==> config.mk <==
export PLATFORM = sky130hd
export DESIGN_NAME = nfc_host
export DESIGN_NICKNAME = d
export VERILOG_FILES = /design/src/verilog/nfc_pkg.sv /design/src/verilog/nfc_host.sv
export SDC_FILE = /design/constraint.sdc
export NUM_CORES = 1
export LEC_CHECK = 0
export CORE_MARGIN = 1
export CORE_UTILIZATION = 40
export DETAILED_ROUTE_END_ITERATION = 16
export DONT_BUFFER_PORTS = 1
export GPL_ROUTABILITY_DRIVEN = 0
export PLACE_DENSITY = 0.51
export SLEW_MARGIN = 5
export SYNTH_ARGS = -nofsm -noshare
export SYNTH_HDL_FRONTEND = slang
export SYNTH_SLANG_ARGS = --single-unit
==> constraint.sdc <==
create_clock -name clock_in -period 2.6 [get_ports clock_in]
set_input_delay 0.26 -clock clock_in [delete_from_list [all_inputs] [get_ports clock_in]]
set_output_delay 0.26 -clock clock_in [all_outputs]
set_load 0.005 [all_outputs]
==> src/verilog/nfc_pkg.sv <==
// nfc_pkg: constants, codes and state types of the flash host controller
// assumes a 50 MHz system clock; all times below are in nanoseconds
package nfc_pkg;

    ////////////////////////////////////////////////////////////////////////
    // clock and pin timing
    localparam int CLK_PERIOD_NS = 20;
    localparam int T_STROBE_NS   = 25;   // least write/read strobe low
    localparam int T_HOLD_NS     = 25;   // least strobe high and hold
    localparam int T_REA_NS      = 20;   // data valid after read strobe fall
    localparam int T_WB_NS       = 100;  // confirm to busy going low
    localparam int SYNC_STAGES   = 2;

    // least times round up to whole cycles
    localparam int STROBE_CYC = (T_STROBE_NS + CLK_PERIOD_NS - 1)
                                / CLK_PERIOD_NS;
    localparam int HOLD_CYC   = (T_HOLD_NS + CLK_PERIOD_NS - 1)
                                / CLK_PERIOD_NS;
    localparam int REA_CYC    = (T_REA_NS + CLK_PERIOD_NS - 1)
                                / CLK_PERIOD_NS;
    localparam int RD_LOW_CYC = REA_CYC + SYNC_STAGES;
    localparam int WB_CYC     = (T_WB_NS + CLK_PERIOD_NS - 1)
                                / CLK_PERIOD_NS;

    ////////////////////////////////////////////////////////////////////////
    // address cycle counts
    localparam logic [2:0] ADDR_FULL = 3'h5;   // column then row
    localparam logic [2:0] ADDR_ROW  = 3'h3;   // row only

    // request kinds
    localparam logic [1:0] KIND_CMD   = 2'h0;
    localparam logic [1:0] KIND_ADDR  = 2'h1;
    localparam logic [1:0] KIND_WDATA = 2'h2;
    localparam logic [1:0] KIND_RDATA = 2'h3;

    ////////////////////////////////////////////////////////////////////////
    // command codes
    localparam logic [7:0] C_READ     = 8'h00;
    localparam logic [7:0] C_RND_OUT  = 8'h05;
    localparam logic [7:0] C_PROG_GO  = 8'h10;
    localparam logic [7:0] C_PLANE_BRK= 8'h11;
    localparam logic [7:0] C_CACHE_GO = 8'h15;
    localparam logic [7:0] C_READ_GO  = 8'h30;
    localparam logic [7:0] C_CACHE_RD = 8'h31;
    localparam logic [7:0] C_TP_CACHE = 8'h33;
    localparam logic [7:0] C_CB_GO    = 8'h35;
    localparam logic [7:0] C_ICB_GO   = 8'h3A;
    localparam logic [7:0] C_LAST_RD  = 8'h3F;
    localparam logic [7:0] C_ERASE    = 8'h60;
    localparam logic [7:0] C_STATUS   = 8'h70;
    localparam logic [7:0] C_PROG     = 8'h80;
    localparam logic [7:0] C_PROG2    = 8'h81;
    localparam logic [7:0] C_CB_PROG  = 8'h85;
    localparam logic [7:0] C_ICB_PROG = 8'h8C;
    localparam logic [7:0] C_READ_ID  = 8'h90;
    localparam logic [7:0] C_ERASE_GO = 8'hD0;
    localparam logic [7:0] C_RND_GO   = 8'hE0;
    localparam logic [7:0] C_PARAM    = 8'hEC;
    localparam logic [7:0] C_SET_FEAT = 8'hEF;
    localparam logic [7:0] C_STAT_C0  = 8'hF1;
    localparam logic [7:0] C_STAT_C1  = 8'hF2;
    localparam logic [7:0] C_RESET    = 8'hFF;

    ////////////////////////////////////////////////////////////////////////
    // states
    typedef enum logic [1:0] {
        ST_IDLE  = 2'b00,
        ST_LOW   = 2'b01,
        ST_HIGH  = 2'b10,
        ST_BUSY  = 2'b11
    } nfc_state_e;

    typedef enum logic [1:0] {
        PH_NONE  = 2'b00,
        PH_READ  = 2'b01,
        PH_PROG  = 2'b10,
        PH_ERASE = 2'b11
    } nfc_phase_e;

endpackage
==> src/verilog/nfc_host.sv <==
// nfc_host: host-side controller driving a multiplexed 8-bit flash device
// assumes one 50 MHz clock; pins cross in through two flip-flops, the
// board resolves the shared i/o wires from io_oe_out
`timescale 1ns/1ns
`default_nettype none

module nfc_host #(
    parameter int STROBE_CYC_P = nfc_pkg::STROBE_CYC,
    parameter int HOLD_CYC_P   = nfc_pkg::HOLD_CYC,
    parameter int RD_LOW_CYC_P = nfc_pkg::RD_LOW_CYC,
    parameter int WB_CYC_P     = nfc_pkg::WB_CYC
) (
    // clock and reset
    input  wire logic       clock_in,
    input  wire logic       reset_n_in,
    // request port
    input  wire logic       req_valid_in,
    output logic            req_ready_out,
    input  wire logic [1:0] req_kind_in,
    input  wire logic [7:0] req_byte_in,
    output logic            req_err_out,
    // read data port
    output logic            rd_valid_out,
    input  wire logic       rd_ready_in,
    output logic [7:0]      rd_data_out,
    // status
    output logic            busy_out,
    // flash pins
    output logic            ce_n_out,
    output logic            cle_out,
    output logic            ale_out,
    output logic            we_n_out,
    output logic            read_strobe_n_out,
    output logic            wp_n_out,
    input  wire logic [7:0] io_in,
    output logic [7:0]      io_out,
    output logic            io_oe_out,
    input  wire logic       ready_busy_in
);

    ////////////////////////////////////////////////////////////////////////
    // parameter checks
    if (STROBE_CYC_P < 1 || HOLD_CYC_P < 1 || WB_CYC_P < 1 ||
        RD_LOW_CYC_P < nfc_pkg::SYNC_STAGES + 1 || RD_LOW_CYC_P > 15 ||
        STROBE_CYC_P > 15 || HOLD_CYC_P > 15 || WB_CYC_P > 15) begin : g_chk
        $error("nfc_host: timing parameter out of range");
    end

    localparam logic [3:0] STROBE_C = 4'(STROBE_CYC_P - 1);
    localparam logic [3:0] HOLD_C   = 4'(HOLD_CYC_P - 1);
    localparam logic [3:0] RDLOW_C  = 4'(RD_LOW_CYC_P - 1);
    localparam logic [3:0] WB_C     = 4'(WB_CYC_P - 1);

    ////////////////////////////////////////////////////////////////////////
    // decoding helpers
    function automatic logic cmd_known(input logic [7:0] b);
        case (b)
            nfc_pkg::C_READ, nfc_pkg::C_RND_OUT, nfc_pkg::C_PROG_GO,
            nfc_pkg::C_PLANE_BRK, nfc_pkg::C_CACHE_GO, nfc_pkg::C_READ_GO,
            nfc_pkg::C_CACHE_RD, nfc_pkg::C_TP_CACHE, nfc_pkg::C_CB_GO,
            nfc_pkg::C_ICB_GO, nfc_pkg::C_LAST_RD, nfc_pkg::C_ERASE,
            nfc_pkg::C_STATUS, nfc_pkg::C_PROG, nfc_pkg::C_PROG2,
            nfc_pkg::C_CB_PROG, nfc_pkg::C_ICB_PROG, nfc_pkg::C_READ_ID,
            nfc_pkg::C_ERASE_GO, nfc_pkg::C_RND_GO, nfc_pkg::C_PARAM,
            nfc_pkg::C_SET_FEAT, nfc_pkg::C_STAT_C0, nfc_pkg::C_STAT_C1,
            nfc_pkg::C_RESET: cmd_known = 1'b1;
            default:          cmd_known = 1'b0;
        endcase
    endfunction

    // execution codes that close a setup
    function automatic logic is_confirm(input logic [7:0] b);
        case (b)
            nfc_pkg::C_READ_GO, nfc_pkg::C_CB_GO, nfc_pkg::C_ICB_GO,
            nfc_pkg::C_TP_CACHE, nfc_pkg::C_PROG_GO, nfc_pkg::C_CACHE_GO,
            nfc_pkg::C_PLANE_BRK, nfc_pkg::C_ERASE_GO: is_confirm = 1'b1;
            default:                                   is_confirm = 1'b0;
        endcase
    endfunction

    // codes after which the device goes busy
    function automatic logic starts_busy(input logic [7:0] b);
        starts_busy = is_confirm(b) || b == nfc_pkg::C_CACHE_RD ||
                      b == nfc_pkg::C_LAST_RD || b == nfc_pkg::C_RESET;
    endfunction

    // status reads and reset
    function automatic logic is_status(input logic [7:0] b);
        is_status = b == nfc_pkg::C_STATUS || b == nfc_pkg::C_STAT_C0 ||
                    b == nfc_pkg::C_STAT_C1 || b == nfc_pkg::C_RESET;
    endfunction

    ////////////////////////////////////////////////////////////////////////
    // whole state
    typedef struct packed {
        nfc_pkg::nfc_state_e st;
        nfc_pkg::nfc_phase_e phase;
        logic [3:0]          cnt;
        logic [1:0]          kind;
        logic                busy_pend;
        logic [2:0]          addr_cnt;
        logic                tp_setup;   // second 60h seen
        logic                tp_read;    // last read was two-plane
        logic                page_open;
        logic                plane_brk;
        logic                ce_n;
        logic                cle;
        logic                ale;
        logic                we_n;
        logic                re_n;
        logic                io_oe;
        logic [7:0]          io_dat;
        logic                err;
        logic [1:0][7:0]     mem;
        logic                wp;
        logic                rp;
        logic [1:0]          fill;
        logic [7:0]          io_s1;
        logic [7:0]          io_s2;
        logic                rb_s1;
        logic                rb_s2;
    } nfc_state_s;

    nfc_state_s s_r;
    nfc_state_s s_nxt;
    logic       take;
    logic       push;
    logic       pop;
    logic       ok;
    logic [2:0] need;

    ////////////////////////////////////////////////////////////////////////
    // handshake outputs
    assign req_ready_out = s_r.st == nfc_pkg::ST_IDLE &&
                           (req_kind_in != nfc_pkg::KIND_RDATA ||
                            s_r.fill != 2'h2);
    assign take          = req_valid_in && req_ready_out;
    assign pop           = rd_valid_out && rd_ready_in;
    assign rd_valid_out  = s_r.fill != 2'h0;
    assign rd_data_out   = s_r.mem[s_r.rp];

    // registered pin and status outputs; write protect tied high
    assign req_err_out       = s_r.err;
    assign busy_out          = s_r.st == nfc_pkg::ST_BUSY;
    assign ce_n_out          = s_r.ce_n;
    assign cle_out           = s_r.cle;
    assign ale_out           = s_r.ale;
    assign we_n_out          = s_r.we_n;
    assign read_strobe_n_out = s_r.re_n;
    assign wp_n_out          = 1'b1;
    assign io_out            = s_r.io_dat;
    assign io_oe_out         = s_r.io_oe;

    // address bytes a confirm expects
    always_comb begin
        case (s_r.phase)
            nfc_pkg::PH_READ,
            nfc_pkg::PH_PROG:  need = nfc_pkg::ADDR_FULL;
            nfc_pkg::PH_ERASE: need = nfc_pkg::ADDR_ROW;
            default:           need = 3'h0;
        endcase
    end

    ////////////////////////////////////////////////////////////////////////
    // next state
    always_comb begin
        s_nxt       = s_r;
        s_nxt.err   = 1'b0;
        push        = 1'b0;
        ok          = 1'b1;
        // pin synchronisers
        s_nxt.io_s1 = io_in;
        s_nxt.io_s2 = s_r.io_s1;
        s_nxt.rb_s1 = ready_busy_in;
        s_nxt.rb_s2 = s_r.rb_s1;
        case (s_r.st)
            nfc_pkg::ST_IDLE: begin
                if (take) begin
                    if (req_kind_in == nfc_pkg::KIND_CMD) begin
                        if (!cmd_known(req_byte_in))
                            ok = 1'b0;
                        else if (s_r.plane_brk && !is_status(req_byte_in) &&
                                 req_byte_in != nfc_pkg::C_PROG &&
                                 req_byte_in != nfc_pkg::C_PROG2 &&
                                 req_byte_in != nfc_pkg::C_CB_PROG)
                            ok = 1'b0;
                        else if (is_confirm(req_byte_in) &&
                                 (need == 3'h0 || s_r.addr_cnt != need))
                            ok = 1'b0;
                        else if (req_byte_in == nfc_pkg::C_RND_OUT &&
                                 (!s_r.page_open ||
                                  (s_r.phase == nfc_pkg::PH_READ &&
                                   !s_r.tp_read)))
                            ok = 1'b0;
                        else if (req_byte_in == nfc_pkg::C_RND_GO &&
                                 !s_r.page_open)
                            ok = 1'b0;
                    end
                    if (!ok) begin
                        s_nxt.err = 1'b1;
                    end else begin
                        s_nxt.kind   = req_kind_in;
                        s_nxt.io_dat = req_byte_in;
                        s_nxt.ce_n   = 1'b0;
                        s_nxt.cle    = req_kind_in == nfc_pkg::KIND_CMD;
                        s_nxt.ale    = req_kind_in == nfc_pkg::KIND_ADDR;
                        s_nxt.io_oe  = req_kind_in != nfc_pkg::KIND_RDATA;
                        s_nxt.we_n   = req_kind_in == nfc_pkg::KIND_RDATA;
                        s_nxt.re_n   = req_kind_in != nfc_pkg::KIND_RDATA;
                        s_nxt.cnt    = req_kind_in == nfc_pkg::KIND_RDATA ?
                                       RDLOW_C : STROBE_C;
                        s_nxt.st     = nfc_pkg::ST_LOW;
                        s_nxt.busy_pend = 1'b0;
                        if (req_kind_in == nfc_pkg::KIND_ADDR &&
                            s_r.addr_cnt != 3'h7)
                            s_nxt.addr_cnt = s_r.addr_cnt + 3'h1;
                        if (req_kind_in == nfc_pkg::KIND_CMD) begin
                            s_nxt.busy_pend = starts_busy(req_byte_in);
                            s_nxt.addr_cnt  = 3'h0;
                            // a stray code drops the pending setup
                            s_nxt.phase     = nfc_pkg::PH_NONE;
                            s_nxt.tp_setup  = 1'b0;
                            if (is_status(req_byte_in) &&
                                req_byte_in != nfc_pkg::C_RESET) begin
                                s_nxt.phase    = s_r.phase;
                                s_nxt.addr_cnt = s_r.addr_cnt;
                                s_nxt.tp_setup = s_r.tp_setup;
                            end
                            case (req_byte_in)
                                nfc_pkg::C_READ:
                                    s_nxt.phase = nfc_pkg::PH_READ;
                                nfc_pkg::C_PROG, nfc_pkg::C_PROG2,
                                nfc_pkg::C_CB_PROG,
                                nfc_pkg::C_ICB_PROG: begin
                                    s_nxt.phase     = nfc_pkg::PH_PROG;
                                    s_nxt.plane_brk = 1'b0;
                                end
                                nfc_pkg::C_ERASE: begin
                                    s_nxt.phase    = nfc_pkg::PH_ERASE;
                                    s_nxt.tp_setup =
                                        s_r.phase == nfc_pkg::PH_ERASE &&
                                        s_r.addr_cnt == nfc_pkg::ADDR_ROW;
                                end
                                nfc_pkg::C_READ_GO, nfc_pkg::C_TP_CACHE: begin
                                    s_nxt.tp_read   = s_r.tp_setup;
                                    s_nxt.page_open = 1'b1;
                                end
                                nfc_pkg::C_CB_GO, nfc_pkg::C_ICB_GO: begin
                                    s_nxt.tp_read   = 1'b0;
                                    s_nxt.page_open = 1'b1;
                                end
                                nfc_pkg::C_PLANE_BRK:
                                    s_nxt.plane_brk = 1'b1;
                                nfc_pkg::C_PROG_GO, nfc_pkg::C_CACHE_GO,
                                nfc_pkg::C_ERASE_GO, nfc_pkg::C_RESET: begin
                                    s_nxt.page_open = 1'b0;
                                    s_nxt.tp_read   = 1'b0;
                                    s_nxt.plane_brk = 1'b0;
                                end
                                default: ;
                            endcase
                        end
                    end
                end else begin
                    s_nxt.ce_n = 1'b1;
                end
            end
            nfc_pkg::ST_LOW: begin
                if (s_r.cnt != 4'h0) begin
                    s_nxt.cnt = s_r.cnt - 4'h1;
                end else begin
                    // rising strobe edge latches or ends the read
                    s_nxt.we_n = 1'b1;
                    s_nxt.re_n = 1'b1;
                    s_nxt.cnt  = HOLD_C;
                    s_nxt.st   = nfc_pkg::ST_HIGH;
                    if (s_r.kind == nfc_pkg::KIND_RDATA) begin
                        push            = 1'b1;
                        s_nxt.mem[s_r.wp] = s_r.io_s2;
                        s_nxt.wp        = ~s_r.wp;
                    end
                end
            end
            nfc_pkg::ST_HIGH: begin
                if (s_r.cnt != 4'h0) begin
                    s_nxt.cnt = s_r.cnt - 4'h1;
                end else begin
                    s_nxt.cle   = 1'b0;
                    s_nxt.ale   = 1'b0;
                    s_nxt.io_oe = 1'b0;
                    s_nxt.cnt   = WB_C;
                    s_nxt.st    = s_r.busy_pend ? nfc_pkg::ST_BUSY
                                                : nfc_pkg::ST_IDLE;
                end
            end
            nfc_pkg::ST_BUSY: begin
                // let busy assert, then wait for ready
                if (s_r.cnt != 4'h0)
                    s_nxt.cnt = s_r.cnt - 4'h1;
                else if (s_r.rb_s2)
                    s_nxt.st = nfc_pkg::ST_IDLE;
            end
            default: s_nxt.st = nfc_pkg::ST_IDLE;
        endcase
        // buffer pop pointer and fill
        if (pop)
            s_nxt.rp = ~s_r.rp;
        s_nxt.fill = s_r.fill + {1'b0, push} - {1'b0, pop};
    end

    ////////////////////////////////////////////////////////////////////////
    // register
    always_ff @(posedge clock_in) begin
        if (!reset_n_in) begin
            s_r          <= '0;
            s_r.st       <= nfc_pkg::ST_IDLE;
            s_r.phase    <= nfc_pkg::PH_NONE;
            s_r.ce_n     <= 1'b1;
            s_r.we_n     <= 1'b1;
            s_r.re_n     <= 1'b1;
        end else begin
            s_r <= s_nxt;
        end
    end

endmodule

`default_nettype wire

### Yosys cells after proc, flatten, opt, wreduce, memory -nomap -nowiden

Index checks and enable logic that the tools add are counted.
W data, S select, Z words.

| cells by class | value |
|---|---|
| $add $sub $neg | 4 |
| order comparisons | 3 |
| equality and inequality tests | 53 |
| mux-type cells | 62 |
| bitwise gates (word level) | 3 |
| reduce and logical (&&, ||, !) cells | 59 |

Operators by type and width:

| cell | count |
|---|---|
| $eq A8 B8 Y1 const B | 12 |
| $eq A8 B6 Y1 const B | 6 |
| $mux W32 | 1 |
| $mux W8 | 4 |
| $ne A8 B8 Y1 const B | 4 |
| $mux W1 | 29 |
| $reduce_and A5 Y1 | 5 |
| $reduce_or A25 Y1 | 1 |
| $eq A8 B5 Y1 const B | 3 |
| $mux W2 | 10 |
| $mux W18 | 1 |
| $bwmux W16 | 1 |
| $eq A8 B7 Y1 const B | 2 |
| $mux W4 | 4 |
| $pmux W4 S4 | 1 |
| $reduce_or A8 Y1 | 2 |
| $logic_and A1 B1 Y1 | 15 |
| $mux W14 | 1 |
| $ne A2 B2 Y1 const B | 7 |
| $eq A2 B2 Y1 const B | 6 |
| $pmux W2 S3 | 2 |
| $reduce_and A3 Y1 | 4 |
| $ne A2 B1 Y1 const B | 5 |
| $reduce_bool A2 Y1 | 5 |
| 31 further kinds | 53 |

| word-level totals | value |
|---|---|
| bits in registers | 71 |
| input bits | 23 |
| output and inout port bits | 27 |
| logic and storage cells | 211 |

### Longest topological paths before layout

| depth | value |
|---|---|
| word-level depth | 31 |
| depth in mapped cells | 11 |
| mapped depth without buffers | 11 |

### Least setup slack after synthesis

Ideal clock, no wire load.

| path | value |
|---|---|
| path kind | register to register |
| start point | register s_r[67] (netlist name) |
| end point | register s_r (netlist bit io_out[5]) |
| arrival | 2.159 ns |
| data required time | 2.528 ns |
| slack | 0.370 ns |
| cell stages (with the launch flop) | 10 |
| path buffers | 1 |
| period minus slack after synthesis | 2.230 ns |
| path through | dfxtp_1 -> inv_1 -> ha_1 -> xor2_1 -> o41ai_1 -> o21a_1 -> o211ai_4 -> a21oi_4 -> buf_8 -> mux2i_1 |

| on the way | value |
|---|---|
| word-level cells in the longest chain between the ends | 13 |
| elaborated cells on any way between the ends | 20 |
| those cells by class | eq/ne (4); mux (8); reduce/logical (8) |

Ends and longest elaborated chain:

| item | line | text |
|---|---|---|
| start: declaration | nfc_host.sv:124 | `nfc_state_s s_r;` |
| start signal: assignment | nfc_host.sv:322 | `s_r <= s_nxt;` |
| $eq A2 B1 Y1 / $eq A2 B2 Y1 (equally long branches) | nfc_host.sv:156, nfc_host.sv:192 |  |
| $reduce_or A2 Y1 | nfc_host.sv:156 | `case (s_r.phase)` |
| $pmux W3 S2 | nfc_host.sv:156 |  |
| $ne A3 B3 Y1 / $logic_not A3 Y1 (equally long branches) | nfc_host.sv:188 | `(need == 3'h0 \|\| s_r.addr_cnt != need))` |
| $logic_or A1 B1 Y1 | nfc_host.sv:188 |  |
| $logic_and A1 B1 Y1 | nfc_host.sv:187 | `else if (is_confirm(req_byte_in) &&` |
| $mux W1 * | nfc_host.sv:187 |  |
| $mux W1 * | nfc_host.sv:182 | `else if (s_r.plane_brk && !is_status(req_byte_in) &&` |
| $mux W1 * | nfc_host.sv:180 | `if (!cmd_known(req_byte_in))` |
| $mux W1 * | nfc_host.sv:179 | `if (req_kind_in == nfc_pkg::KIND_CMD) begin` |
| $mux W1 * | nfc_host.sv:178 | `if (take) begin` |
| $mux W1 * | nfc_host.sv:176 | `case (s_r.st)` |
| $reduce_and A3 Y1 (no line) * | - |  |

Mark *: on every way between the ends. The rest lies on a longest branch, timed or not. The select of a mux whose other input is x is not followed.
A chain may end at the register's enable or synchronous reset.

### Worst setup path in the final report

| path | value |
|---|---|
| start point | register s_r[67] (netlist name) |
| end point | register s_r (netlist bit io_oe_out) |

| on the way | value |
|---|---|
| word-level cells in the longest chain between the ends | 14 |
| elaborated cells on any way between the ends | 21 |
| those cells by class | eq/ne (5); mux (8); reduce/logical (8) |

Ends and longest elaborated chain:

| item | line |
|---|---|
| $eq A2 B1 Y1 / $eq A2 B2 Y1 (equally long branches) | nfc_host.sv:156, nfc_host.sv:192 |
| $reduce_or A2 Y1 | nfc_host.sv:156 |
| $pmux W3 S2 | nfc_host.sv:156 |
| $ne A3 B3 Y1 / $logic_not A3 Y1 (equally long branches) | nfc_host.sv:188 |
| $logic_or A1 B1 Y1 | nfc_host.sv:188 |
| $logic_and A1 B1 Y1 | nfc_host.sv:187 |
| $mux W1 * | nfc_host.sv:187 |
| $mux W1 * | nfc_host.sv:182 |
| $mux W1 * | nfc_host.sv:180 |
| $mux W1 * | nfc_host.sv:179 |
| $mux W1 * | nfc_host.sv:178 |
| $mux W1 * | nfc_host.sv:176 |
| $ne A2 B1 Y1 (no line) * | - |
| $reduce_and A4 Y1 (no line) * | - |

Marks and branches as above.

==> flow_metrics.tcl <==
set metrics [dict create \
    status "complete, no violations" \
    grtUsageTotal_pct 17.69 \
    worst_pin_slew_ns 0.5493 \
    drc 0 \
    synth.avg_cell_area_sq_um 8.859 \
    die_h_um 98.79 \
    reg2reg_from "s_r[67]$_SDFFE_PN0P_" \
    antenna_cells 0 \
    cts_buffers 9 \
    fin_crit_sh_pct 92.02 \
    ys_seq_elements 71 \
    path_cells "inv_1, ha_1, xor2_1, o41ai_1, o21a_1, o211a_1, o21ai_2, a2111oi_2" \
    synthFlopType "dfxtp_1" \
    dp_cells 506 \
    dpl.hpwl_mm 5.686 \
    cp_max_fo 5 \
    gr-total-overflow 0 \
    synth.cell_area_sq_um 3747 \
    htree_num_levels 3 \
    ir_drop_v 0.0002757 \
    period_needed_ns 2.393 \
    clockBufferDepth 2 \
    synth_cell_types 67 \
    path_clk_slew_ns 0.08 \
    dr.pass1.iters 4 \
    total_leakage_power_nw 1.561 \
    synth.yosys.seq_area_share_pct 37.93 \
    crit_path_end_kind "flip-flop" \
    worstHoldStart "ready_busy_in" \
    cts_tree "built" \
    power_density_nw_per_um2 777.2 \
    syn_inst 423 \
    rr_worst_depth 8 \
    yosys.area.top_type "dfxtp_1" \
    hold_viol 0 \
    final_cell_count_no_fill 522 \
    initialDrtViolationCount 139 \
    rr_endpoint "io_oe_out$_SDFFE_PN0P_" \
    cp_slowest_cell "dfxtp_1" \
    io_buffers 0 \
    nFillCells 898 \
    start_util_pct 42.15 \
    io_pins 50 \
    die_area_sq_um 9759 \
    maxCapViolations 0 \
    grt_max_degree 58 \
    area_growth_pct 6.277 \
    arrival_ns 2.64 \
    tns_ns 0 \
    setup_violations 0 \
    final_nets 444 \
    final_common_cell "dfxtp_1" \
    r2r_setup_slack_ns 0.21 \
    detail-route-antenna-nets 0 \
    cts.sinks 71 \
    clock_skew_ns 0.01620 \
    post-place-ws_ns 0.1883 \
    most-common-layout-cells "71 x dfxtp_1, 45 x nor2_1, 41 x nand2_1" \
    synth_top_area_share_pct 37.93 \
    yosys_warnings 0 \
    grt_pass1_vias 2705 \
    grt_antenna_before_repair 0 \
    via_count 2881 \
    netlist_top_cells_area "dfxtp_1 38%, mux2i_1 8.0%, nor2_1 4.5%" \
    critPathMaxStageDelay_ns 0.41 \
    finalMaxSlewViolations 0 \
    crit_type "reg -> reg" \
    hold_path_depth 1 \
    vias_per_cell 5.519 \
    routedWlPerCell_um 15.76 \
    cp.required_ns 2.85 \
    min_to "s_nxt[0]$_SDFF_PN0_" \
    hold_path.class "in -> reg" \
    core_sq_um 8891 \
    synth_enable_flop_cells 0 \
    routed_wl_mm 8.229 \
    die_x_um 98.79 \
    synth_nets 457 \
    fmax_ghz 0.4180 \
    insertion_delay_ns 0.34 \
    start_kind "flip-flop" \
    rsz0062_at_grt "no" \
    rows 34 \
    ys_async_sr_fraction_pct 0 \
    grt_pass1_wl_mm 13.61 \
    drive_above_1_share_pct 12.80 \
    slew_headroom_pct 63.32 \
    fin_ws_ns 0.2075 \
    cts-root-buf "clkbuf_8" \
]
## worst max-delay path by stage
stage,start,to,depth (start not counted)
finish,s_r[67]$_SDFFE_PN0P_,io_oe_out$_SDFFE_PN0P_,8
CTS,s_r[67]$_SDFFE_PN0P_,s_r[56]$_SDFFE_PN0P_,8
detailed placement,s_r[67]$_SDFFE_PN0P_,s_r[67]$_SDFFE_PN0P_,8
global placement,s_r[67]$_SDFFE_PN0P_,s_r[67]$_SDFFE_PN0P_,8
floorplan,s_r[67]$_SDFFE_PN0P_,io_out[5]$_SDFFE_PN0P_,9
global route,s_r[67]$_SDFFE_PN0P_,io_oe_out$_SDFFE_PN0P_,8
## cell type report
| type | count | area (sq um) | share of cell area [%] |
|---|---|---|---|
| Clock buffer | 10 | 137.6 | 3.456 |
| Clock inverter | 5 | 57.56 | 1.445 |
| Inverter | 11 | 41.29 | 1.037 |
| Multi-Input combinational cell | 308 | 2107 | 52.91 |
| Sequential cell | 71 | 1421 | 35.69 |
| Tap cell | 108 | 135.1 | 3.393 |
| Timing Repair Buffer | 9 | 82.58 | 2.074 |
## kinds of logic (layout without fill, tap and decap cells)
logic type,Yosys count,in the layout,share of synthesized area [%]
other,1,1,0.1001
buffers and inverters,44,35,6.143
multiplexers,39,39,10.72
XOR/XNOR,13,13,3.038
flip-flops,71,71,37.93
AND/OR/NAND/NOR,168,168,22.91
adder cells (fa/ha/maj),11,11,3.673
AO/OA/AOI/OAI,76,76,15.49
## synth_stat cells (5+ instances only)
library cell / count
nand2_1: 41
nand4_1: 5
inv_1: 10
buf_4: 9
ha_1: 11
clkbuf_1: 12
buf_2: 10
or3_1: 5
nor3_1: 9
a21oi_1: 16
or2_2: 5
mux2_2: 9
a31oi_1: 5
nor2b_1: 5
dfxtp_1: 71
nand3_1: 8
mux2i_1: 30
nor2_1: 45
o21ai_0: 11
xor2_1: 9
and2_1: 22
## metrics by stage
step	utilization, %	total power [mW]	cell area [sq um]	hold slack, ns
after floorplan	-	2.073	3747	0.3873
after global placement	42.36	2.235	3766	0.3590
after detailed placement	42.36	2.239	3766	0.3552
after CTS	44.67	3.126	3971	0.02811
after global routing	44.79	3.320	3983	0.01699
final	44.79	3.095	3983	0.03964
## critical path: cells and delay by family, from the launching register on
kind | cells | cell delay (ns)
XOR/XNOR | 1 | 0.14
flip-flops | 1 | 0.41
adder cells (fa/ha/maj) | 1 | 0.31
AO/OA/AOI/OAI | 5 | 1.36
buffers and inverters | 1 | 0.09
## routing by layer
layer | share of wire [%] | global-route usage [%] | routed length (um)
met5 | 0 | 0 | 0
met4 | 1.6 | 6.889 | 130
met3 | 4.4 | 4.113 | 363
met2 | 47 | 27.54 | 3832
met1 | 47 | 23.73 | 3902
## power breakdown
| group | internal, mW | leakage (nW) | switching, mW |
|---|---|---|---|
| registers | 1.21 | 0.579 | 0.118 |
| clock network | 0.466 | 0.103 | 0.409 |
| logic | 0.387 | 0.880 | 0.505 |
## repair_timing
item                                   CTS  global route
buffers inserted                         0             0
resized for setup                        0             1
hold buffers                             1             0
setup endpoints to repair                0             1
endpoints found under the hold margin    1             0
## registers in the layout (all words and copies together), names as in the netlist
name               cells
ale_out                1
ce_n_out               1
cle_out                1
io_oe_out              1
io_out                 8
read_strobe_n_out      1
req_err_out            1
s_nxt                  9
s_r                   47
we_n_out               1
No activity file was read; power rests on OpenSTA's default activity.
